$ cat src/design/sdis_pkg.sv
package sdis_pkg;

	// ************************************************
	// Timing
	// ************************************************
	localparam int CLK_PERIOD_PS    = 8000;
	localparam int POWERUP_WAIT_US  = 200;
	localparam int POWERUP_CYC      =
		(POWERUP_WAIT_US * 1000000 + CLK_PERIOD_PS - 1) / CLK_PERIOD_PS;
	localparam int ROW_ACTIVE_NS    = 42;
	localparam int ROW_ACTIVE_CYC   =
		(ROW_ACTIVE_NS * 1000 + CLK_PERIOD_PS - 1) / CLK_PERIOD_PS;
	localparam int SETUP_PS         = 1500;
	localparam int ROW_CYCLE_NS     = 63;
	localparam int ROW_CYCLE_CYC    =
		(ROW_CYCLE_NS * 1000 + CLK_PERIOD_PS - 1) / CLK_PERIOD_PS;
	localparam int PRECHARGE_NS     = 21;
	localparam int PRECHARGE_CYC    =
		(PRECHARGE_NS * 1000 + CLK_PERIOD_PS - 1) / CLK_PERIOD_PS;
	localparam int EXIT_WAIT_CYC    =
		(SETUP_PS + ROW_CYCLE_NS * 1000 + CLK_PERIOD_PS - 1) / CLK_PERIOD_PS;
	localparam int MODE_WAIT_CYC    = 2;
	localparam int INIT_REFRESHES   = 2;
	localparam int BURST_REFRESHES  = 4096;
	localparam int RESTART_CYC      = 8;

	// ************************************************
	// Commands {cs_n, ras_n, cas_n, we_n}
	// ************************************************
	localparam logic [3:0] CMD_NOP      = 4'h7;
	localparam logic [3:0] CMD_DESELECT = 4'hF;
	localparam logic [3:0] CMD_PRECHG   = 4'h2;
	localparam logic [3:0] CMD_REFRESH  = 4'h1;
	localparam logic [3:0] CMD_MODE_SET = 4'h0;

	localparam logic [11:0] MODE_DEFAULT = 12'h020;

	typedef enum logic [3:0] {
		ST_POWERUP   = 4'h0,
		ST_PRECHARGE = 4'h1,
		ST_TRP       = 4'h2,
		ST_MODE      = 4'h3,
		ST_TMRD      = 4'h4,
		ST_REFRESH   = 4'h5,
		ST_TRC       = 4'h6,
		ST_READY     = 4'h7,
		ST_SR_ENTER  = 4'h8,
		ST_SR_DWELL  = 4'h9,
		ST_SR_HOLD   = 4'hA,
		ST_SR_CLKON  = 4'hB,
		ST_SR_EXIT   = 4'hC
	} sdis_state_type;

endpackage

$ cat src/design/sdis_ctrl.sv
`timescale 1ns/1ps
// Contract
// - Power-up: clock enable low, mask high, NOP
// - Stable clock 200 us before enable
// - Keep mask high during initialization
// - Precharge all four banks after enable
// - Load mode register before normal use
// - At least two init auto-refreshes
// - Refreshes before or after mode load
// - Self-refresh entry: CS RAS CAS CKE low
// - Inputs ignored one cycle after entry
// - Dwell at least row-active time
// - Row-active dwell is 42 ns
// - Exit: restart clock, CKE high, deselect
// - Wait exit interval before real commands
// - Exit interval is setup plus row cycle
// - Burst refresh 4096 before and after
module sdis_ctrl #(
	parameter int BURST_N    = sdis_pkg::BURST_REFRESHES,
	parameter int POWERUP_N  = sdis_pkg::POWERUP_CYC,
	parameter bit BURST_MODE = 1'b1,
	parameter int INIT_REF_N = sdis_pkg::INIT_REFRESHES
) (
	// Clock and reset
	input  wire logic        CLOCK_I,
	input  wire logic        NRST_I,
	// User side
	input  wire logic        SR_ENTER_I,
	input  wire logic        SR_EXIT_I,
	output logic             READY_O,
	output logic             IN_SELF_REFRESH_O,
	// Memory pins
	output logic             MEM_CLK_EN_O,
	output logic             MEM_CLK_RUN_O,
	output logic             MEM_CS_N_O,
	output logic             MEM_RAS_N_O,
	output logic             MEM_CAS_N_O,
	output logic             MEM_WE_N_O,
	output logic             MEM_DQM_O,
	output logic [1:0]       MEM_BA_O,
	output logic [11:0]      MEM_ADDR_O
);

	// Counters are 20 bits wide; larger counts would wrap silently
	if (POWERUP_N < 1 || BURST_N < 1 || INIT_REF_N < 2 ||
	    POWERUP_N >= 2**20 || BURST_N >= 2**20 ||
	    INIT_REF_N >= 2**20) begin : g_bad_params
		$error("sdis_ctrl: unsupported parameter values");
	end

	// ************************************************
	// State
	// ************************************************
	sdis_pkg::sdis_state_type state_r, state_nxt;
	logic [19:0] wait_r, wait_nxt;
	logic [19:0] ref_r, ref_nxt;
	logic        post_exit_r, post_exit_nxt;
	logic [3:0]  cmd_nxt;
	logic        cke_nxt, clk_run_nxt, ready_nxt, insr_nxt;
	logic [11:0] addr_nxt;

	wire wait_done = (wait_r == 20'h00000);
	wire [19:0] burst_last = 20'(BURST_MODE ? BURST_N - 1 : 0);
	wire [19:0] init_last  = 20'(INIT_REF_N - 1);
	wire ref_done_init  = (ref_r == init_last);
	wire ref_done_burst = (ref_r == burst_last);

	always_comb begin
		state_nxt     = state_r;
		wait_nxt      = wait_done ? wait_r : wait_r - 20'h00001;
		ref_nxt       = ref_r;
		post_exit_nxt = post_exit_r;
		cmd_nxt       = sdis_pkg::CMD_NOP;
		cke_nxt       = 1'b1;
		clk_run_nxt   = 1'b1;
		ready_nxt     = 1'b0;
		insr_nxt      = 1'b0;
		addr_nxt      = 12'h000;
		unique case (state_r)
		sdis_pkg::ST_POWERUP: begin
			cke_nxt = 1'b0;
			if (wait_done) begin
				state_nxt = sdis_pkg::ST_PRECHARGE;
			end
		end
		sdis_pkg::ST_PRECHARGE: begin
			cmd_nxt  = sdis_pkg::CMD_PRECHG;
			addr_nxt = 12'h400;
			wait_nxt = 20'(sdis_pkg::PRECHARGE_CYC);
			state_nxt = sdis_pkg::ST_TRP;
		end
		sdis_pkg::ST_TRP: begin
			if (wait_done) begin
				state_nxt = sdis_pkg::ST_MODE;
			end
		end
		sdis_pkg::ST_MODE: begin
			// Mode first, refreshes after; either order is legal
			cmd_nxt  = sdis_pkg::CMD_MODE_SET;
			addr_nxt = sdis_pkg::MODE_DEFAULT;
			wait_nxt = 20'(sdis_pkg::MODE_WAIT_CYC);
			ref_nxt  = 20'h00000;
			state_nxt = sdis_pkg::ST_TMRD;
		end
		sdis_pkg::ST_TMRD: begin
			if (wait_done) begin
				state_nxt = sdis_pkg::ST_REFRESH;
			end
		end
		sdis_pkg::ST_REFRESH: begin
			cmd_nxt  = sdis_pkg::CMD_REFRESH;
			wait_nxt = 20'(sdis_pkg::ROW_CYCLE_CYC);
			state_nxt = sdis_pkg::ST_TRC;
		end
		sdis_pkg::ST_TRC: begin
			if (wait_done) begin
				ref_nxt = ref_r + 20'h00001;
				if (post_exit_r ? ref_done_burst : ref_done_init) begin
					post_exit_nxt = 1'b0;
					ref_nxt   = 20'h00000;
					state_nxt = sdis_pkg::ST_READY;
				end else begin
					state_nxt = sdis_pkg::ST_REFRESH;
				end
			end
		end
		sdis_pkg::ST_READY: begin
			ready_nxt = ~SR_ENTER_I;
			if (SR_ENTER_I) begin
				// Pre-entry burst reuses the refresh counter
				ref_nxt   = ref_r + 20'h00001;
				cmd_nxt   = sdis_pkg::CMD_REFRESH;
				wait_nxt  = 20'(sdis_pkg::ROW_CYCLE_CYC);
				state_nxt = sdis_pkg::ST_SR_ENTER;
				if (!BURST_MODE) begin
					wait_nxt = 20'h00000;
					cmd_nxt  = sdis_pkg::CMD_NOP;
				end
			end
		end
		sdis_pkg::ST_SR_ENTER: begin
			if (wait_done) begin
				if (ref_r <= burst_last && BURST_MODE &&
				    ref_r != 20'(BURST_N)) begin
					ref_nxt  = ref_r + 20'h00001;
					cmd_nxt  = sdis_pkg::CMD_REFRESH;
					wait_nxt = 20'(sdis_pkg::ROW_CYCLE_CYC);
				end else begin
					cmd_nxt  = sdis_pkg::CMD_REFRESH;
					cke_nxt  = 1'b0;
					wait_nxt = 20'(sdis_pkg::ROW_ACTIVE_CYC);
					ref_nxt  = 20'h00000;
					state_nxt = sdis_pkg::ST_SR_DWELL;
				end
			end
		end
		sdis_pkg::ST_SR_DWELL: begin
			cke_nxt  = 1'b0;
			insr_nxt = 1'b1;
			if (wait_done) begin
				state_nxt = sdis_pkg::ST_SR_HOLD;
			end
		end
		sdis_pkg::ST_SR_HOLD: begin
			// Clock may stop now; only clock enable matters
			cke_nxt     = 1'b0;
			clk_run_nxt = 1'b0;
			insr_nxt    = 1'b1;
			if (SR_EXIT_I) begin
				wait_nxt  = 20'(sdis_pkg::RESTART_CYC);
				state_nxt = sdis_pkg::ST_SR_CLKON;
			end
		end
		sdis_pkg::ST_SR_CLKON: begin
			cke_nxt  = 1'b0;
			insr_nxt = 1'b1;
			cmd_nxt  = sdis_pkg::CMD_DESELECT;
			if (wait_done) begin
				wait_nxt  = 20'(sdis_pkg::EXIT_WAIT_CYC);
				state_nxt = sdis_pkg::ST_SR_EXIT;
			end
		end
		sdis_pkg::ST_SR_EXIT: begin
			cmd_nxt = sdis_pkg::CMD_DESELECT;
			if (wait_done) begin
				post_exit_nxt = 1'b1;
				ref_nxt   = 20'h00000;
				state_nxt = BURST_MODE ? sdis_pkg::ST_REFRESH
				                       : sdis_pkg::ST_READY;
			end
		end
		default: begin
			state_nxt = sdis_pkg::ST_POWERUP;
			cke_nxt   = 1'b0;
		end
		endcase
	end

	// ************************************************
	// Registers
	// ************************************************
	always_ff @(posedge CLOCK_I or negedge NRST_I) begin
		if (!NRST_I) begin
			state_r     <= sdis_pkg::ST_POWERUP;
			wait_r      <= 20'(POWERUP_N);
			ref_r       <= 20'h00000;
			post_exit_r <= 1'b0;
		end else begin
			state_r     <= state_nxt;
			wait_r      <= wait_nxt;
			ref_r       <= ref_nxt;
			post_exit_r <= post_exit_nxt;
		end
	end

	// Outputs registered so pins change only on clock edges or on async reset assertion
	always_ff @(posedge CLOCK_I or negedge NRST_I) begin
		if (!NRST_I) begin
			MEM_CLK_EN_O      <= 1'b0;
			MEM_CLK_RUN_O     <= 1'b1;
			{MEM_CS_N_O, MEM_RAS_N_O, MEM_CAS_N_O, MEM_WE_N_O} <=
				sdis_pkg::CMD_NOP;
			MEM_DQM_O         <= 1'b1;
			MEM_BA_O          <= 2'h0;
			MEM_ADDR_O        <= 12'h000;
			READY_O           <= 1'b0;
			IN_SELF_REFRESH_O <= 1'b0;
		end else begin
			MEM_CLK_EN_O      <= cke_nxt;
			MEM_CLK_RUN_O     <= clk_run_nxt;
			{MEM_CS_N_O, MEM_RAS_N_O, MEM_CAS_N_O, MEM_WE_N_O} <= cmd_nxt;
			MEM_DQM_O         <= 1'b1;
			MEM_BA_O          <= 2'h0;
			MEM_ADDR_O        <= addr_nxt;
			READY_O           <= ready_nxt;
			IN_SELF_REFRESH_O <= insr_nxt;
		end
	end

endmodule

$ cat config.mk
export PLATFORM = sky130hd
export DESIGN_NAME = sdis_ctrl
export DESIGN_NICKNAME = d
export VERILOG_FILES = /design/src/design/sdis_pkg.sv /design/src/design/sdis_ctrl.sv
export SDC_FILE = /design/constraint.sdc
export NUM_CORES = 1
export LEC_CHECK = 0
export BUFFER_PORTS_ARGS = -buffer_cell sky130_fd_sc_hd__clkbuf_2
export CORE_MARGIN = 8
export CORE_UTILIZATION = 55
export DETAILED_ROUTE_END_ITERATION = 7
export PLACE_DENSITY = 0.79
export SLEW_MARGIN = 20
export SYNTH_ARGS = -nofsm -noshare
export SYNTH_HDL_FRONTEND = slang
export SYNTH_SLANG_ARGS = --single-unit
$ cat constraint.sdc
create_clock -name CLOCK_I -period 3.7 [get_ports CLOCK_I]
set_input_delay 0.185 -clock CLOCK_I [delete_from_list [all_inputs] [get_ports CLOCK_I]]
set_output_delay 0.185 -clock CLOCK_I [all_outputs]
set_load 0.1 [all_outputs]
* Word level (Yosys, flattened, before mapping)
Cells that the tools add are included.
Word-level totals: register bits 65, input port bits 4, output and inout bits 23
Cells by class: $add $sub $neg 2, order comparisons 1, equality and inequality tests 27, mux-type cells 41, bitwise gates (word level) 1, reductions and logical operators 12
Operators by type and width (count):
- two-way mux 20 bit | 11
- case mux 20 bit (7 select lines) | 1
- case mux 20 bit (5 select lines) | 1
- case mux 4 bit (12 select lines) | 1
- two-way mux 4 bit | 11
- case mux 4 bit (6 select lines) | 1
- inequality test 2 bit, second input constant | 11
- case mux 11 bit (2 select lines) | 1
- adder 20 x 1 -> 20 bit, second input constant | 1
- == test 20 x 1 -> 1 bit, second input constant | 1
- == test 20 x 12 -> 1 bit, second input constant | 1
- == test 4 bit, second input constant | 5
- less-or-equal comparator 20 x 12 -> 1 bit, second input constant | 1
- zero test 20 bit | 1
- inequality test 20 x 13 -> 1 bit, second input constant | 1
- subtractor 20 x 1 -> 20 bit, second input constant | 1
- == test 4 x 3 -> 1 bit, second input constant | 4
- AND reduction 10 bit | 1
- two-way mux 1 bit | 9
- == test 4 x 2 -> 1 bit, second input constant | 2
- OR reduction 8 bit | 1
- two-way mux 3 bit | 2
- AND reduction 5 bit | 1
- nonzero test 5 bit | 1
- 11 further kinds | 13

* Logic depth before layout (Yosys ltp)
word-level depth 5, depth in mapped cells 10, gate-level depth less buffers 9

* Worst setup path before layout
No wires, ideal clock.
path kind register to register, from register wait_r[0], to register wait_r[0], arrival 2.656 ns, required time 3.616 ns, path slack 0.961 ns, cell stages (with the launch flop) 10, buffers on the path 1, clock period less this slack 2.739 ns, cells stage by stage dfrtp_1 -> inv_1 -> ha_1 -> or4b_2 -> nor4b_2 -> nand2_1 -> clkbuf_1 -> ha_1 -> o32a_1 -> o22ai_1
On the way: word-level cells in the longest chain between the ends 4
Ends and longest elaborated chain:
- start, declared | line sdis_ctrl.sv:55 | logic [19:0] wait_r, wait_nxt;
- start signal, assigned | line sdis_ctrl.sv:205 | wait_r <= 20'(POWERUP_N);
- start signal, assigned | line sdis_ctrl.sv:210 | wait_r <= wait_nxt;
- subtractor 20 x 1 -> 20 bit or zero test 20 bit (tied branches) | line sdis_ctrl.sv:70, sdis_ctrl.sv:62
- two-way mux 20 bit | line sdis_ctrl.sv:70 | wait_nxt = wait_done ? wait_r : wait_r - 20'h00001;
- two-way mux 20 bit (on tied branches)
- case mux 20 bit (7 select lines) (*) | line sdis_ctrl.sv:79 | unique case (state_r)
- net wait_nxt[0] | line sdis_ctrl.sv:55
The timed path passes the listed nets; every way through them passes the cells marked *. A chain may end at the register's enable or synchronous reset.

* Worst setup path in the final report
Ends and elaborated chain as after synthesis.

==> impl_metrics.json <==
{
  "track_usage_pct": 17.05,
  "h-tree-depth": 2,
  "drcViolationCount": 0,
  "wl_met1_um": 3161,
  "area_delta_synth_final_pct": 6.667,
  "cts_resized": 0,
  "stdcell_area_um2": 3523,
  "nFillCells": 500,
  "cts_tree": "yes",
  "seqPwrFrac_pct": 31.1,
  "initial_utilization_pct": 56.46,
  "worstPathRequired_ps": 3920,
  "clkTransAtPathRegs_ps": 100,
  "maxSlewHeadroom_pct": 47.50,
  "vdd_drop_max_mv": 0.7126,
  "yosysWarnings": 0,
  "wl_per_cell_um": 16.04,
  "clk_latency_ps": 310,
  "stdcell_count": 453,
  "cts_max_path_buffers": 2,
  "cts_buffers": 5,
  "post-cts-setup-buffers": 0,
  "drv_cap": 0,
  "row_count": 28,
  "reg2reg_to": "wait_r[0]$_DFF_PN0_",
  "finalSetupTns_ps": 0,
  "reg2reg_depth": 9,
  "dieArea_um2": 8741,
  "synth-edff-count": 0,
  "min_to": "READY_O$_DFF_PN0_",
  "yosysSeqAreaShare_pct": 42.05,
  "grt_pass1_vias": 2639,
  "dr_wl_met2_um": 3453,
  "cts.sinks": 55,
  "dp_cells": 444,
  "hold_depth": 2,
  "min_path_type": "input port to register",
  "pin_count": 27,
  "num-nets-final": 388,
  "fin_worst_skew_ps": 13.27,
  "syn_inst": 371,
  "wl_met3_um": 476,
  "combPwrFrac_pct": 55.8,
  "die_h_um": 93.50,
  "grt_first_pass_wirelength_um": 12320,
  "r2r_setup_slack_ps": 650,
  "place.gp.congestion": 0.9394,
  "max_freq_ghz": 0.3277,
  "tightest_slew_ps": 785.0,
  "ctsHoldBuffers": 1,
  "top_layer": "met4",
  "crit_path_end_kind": "register",
  "cp_max_fo": 13,
  "crit_arrival_ps": 3270,
  "vias": 2777,
  "diodes": 0,
  "dr.pass1.iters": 5,
  "setup_viol": 0,
  "antenna_found_initial": 0,
  "finalHoldViolations": 0,
  "p_clk_share_pct": 13.2,
  "ant_nets": 0,
  "yosys_register_bits": 55,
  "ctsRootBufferMaster": "clkbuf_8",
  "power_density_nw_per_um2": 1009,
  "grt_max_degree": 33,
  "drive_gt1_share_pct": 12.96,
  "vias_per_cell": 6.130,
  "p_leak_nw": 1.518,
  "internal_power_mw": 1.782,
  "synth_cell_type_count": 64,
  "fin_crit_sh_pct": 82.49,
  "cp-start-kind": "register",
  "min_from": "SR_ENTER_I",
  "place_area_um2": 3377,
  "wirelength_um": 7267,
  "r2r_start": "wait_r[0]$_DFF_PN0_",
  "rsz0062_at_grt": "no",
  "dp_hpwl_um": 5268,
  "port_buffers": 13,
  "slew_violations": 0,
  "path_class": "register to register",
  "synth-main-ff-cell": "dfrtp_1",
  "switchingPower_mw": 1.773,
  "status": "finished, final reports clean",
  "period_minus_slack_ps": 3052,
  "overflow": 0,
  "syn_avg_cell_area_um2": 8.903,
  "core_um2": 5851,
  "die_w_um": 93.50,
  "synth-async-reset-ratio_pct": 100.0,
  "switching_share_pct": 49.87,
  "drt-initial-drc-count": 143,
  "synthesis.area_um2": 3303
}
cells in the mapped netlist, types with 3 or more instances:
cell type   n  share of area (%)
and3_1      3               0.57
or4_1       6                1.4
or3_1       3               0.57
a21oi_1    15                2.3
dfrtp_1    45                 34
nor4_1      9                1.7
a22o_1      6                1.6
a31oi_1     4               0.76
nand2_1    30                3.4
dfstp_2    10                8.0
xor2_1      6                1.6
a21o_1      8                1.8
nand4_1     4               0.76
xnor2_1     9                2.4
nor3_1      8                1.2
o21ai_0    13                2.0
nor2b_1     6                1.1
ha_1        7                2.7
a22oi_1     4               0.91
inv_1      14                1.6
o22ai_1     6                1.1
nand3_1    17                2.6
or2_2       3               0.57
o31ai_1     9                2.0
buf_4      13                3.0
clkbuf_1   15                1.7
nor2_1     46                5.2
a2bb2oi_1   6                1.6
logic make-up after synthesis:
family / after synthesis / synth area share (%)
and+or+nand+nor: 148 / 22.65
AOI/OAI and AO/OA: 95 / 20.53
DFF: 55 / 42.05
buffers and inverters: 46 / 6.969
xor gates and xnor gates: 15 / 3.977
adders and majority gates: 7 / 2.651
muxes: 3 / 0.9470
other: 2 / 0.2274
critical path, cell delays in order, from the launching register on:
cell,delay [ps]
dfrtp_1,440
inv_1,140
ha_1,170
or4b_2,610
nor4b_2,450
nand2_1,200
buf_4,240
ha_1,190
o32a_1,320
o22ai_1,200
routing by layer:
layer  up-vias  GRT usage, %
met4         0         6.980
met2        90         28.08
met1      1336         21.00
met3        18         3.846
met5         -             0
li1       1333             -
layout by cell type (no fill, tap or decap), drive strengths merged, types with 3 or more instances in the layout:
master	synthesis	final
a21o	8	8
a21oi	15	15
a22o	6	6
a22oi	4	4
a2bb2oi	6	6
a31oi	4	4
and3	3	3
buf	17	6
clkbuf	15	18
conb	2	13
dfrtp	45	45
dfstp	10	10
ha	7	7
inv	14	14
nand2	30	30
nand3	17	17
nand4	4	4
nor2	47	47
nor2b	6	6
nor3	8	8
nor4	9	9
nor4b	3	3
o21ai	14	14
o22ai	6	6
o31ai	10	10
or2	4	4
or3	4	4
or4	7	7
xnor2	9	9
xor2	6	6
flip-flops by register name, summed over array words and instances, names as in the netlist:
signal,count
MEM_CS_N_O,1
MEM_WE_N_O,1
MEM_CAS_N_O,1
state_r,4
post_exit_r,1
ref_r,20
MEM_CLK_EN_O,1
wait_r,20
MEM_ADDR_O,2
MEM_RAS_N_O,1
READY_O,1
IN_SELF_REFRESH_O,1
MEM_CLK_RUN_O,1
per-stage QoR:
step | hold WS (ps) | util (%) | setup WS [ps] | power (mW)
floorplan | -110.6 | - | 960.5 | 2.712
global placement | 285.2 | 57.72 | 937.6 | 3.027
detailed placement | 297.9 | 57.72 | 761.9 | 3.068
CTS | 68.12 | 60.22 | 726.2 | 3.552
global route | 79.94 | 60.22 | 568.0 | 3.804
finish | 80.12 | 60.22 | 648.0 | 3.554
final cells by class:
type / instances / area (um^2) / share of cell area [%]
multi-input cells: 281 / 1732 / 49.15
flip-flops and latches: 55 / 1389 / 39.42
repair buffers: 20 / 120.1 / 3.409
well taps: 75 / 93.84 / 2.663
clock buffers: 5 / 68.82 / 1.953
clock inverters: 3 / 67.56 / 1.918
inverters: 14 / 52.55 / 1.491
worst max-delay path by stage:
stage,to,from,slack (ps),depth (start not counted)
finish,wait_r[0]$_DFF_PN0_,wait_r[0]$_DFF_PN0_,650,9
CTS,wait_r[0]$_DFF_PN0_,wait_r[0]$_DFF_PN0_,730,9
global placement,wait_r[0]$_DFF_PN0_,wait_r[0]$_DFF_PN0_,940,9
floorplan,wait_r[0]$_DFF_PN0_,wait_r[0]$_DFF_PN0_,960,9
global route,wait_r[0]$_DFF_PN0_,wait_r[0]$_DFF_PN0_,570,9
detailed placement,wait_r[0]$_DFF_PN0_,wait_r[0]$_DFF_PN0_,760,9
power by group through the flow:
stage,combinational (mW),sequential (mW),clock [mW]
finish,1.98,1.10,0.467
detailed placement,1.96,1.11,0
CTS,1.97,1.10,0.484
global placement,1.93,1.10,0
floorplan,1.47,1.24,0
global route,2.16,1.14,0.502
No activity file was read; power rests on OpenSTA's default activity.
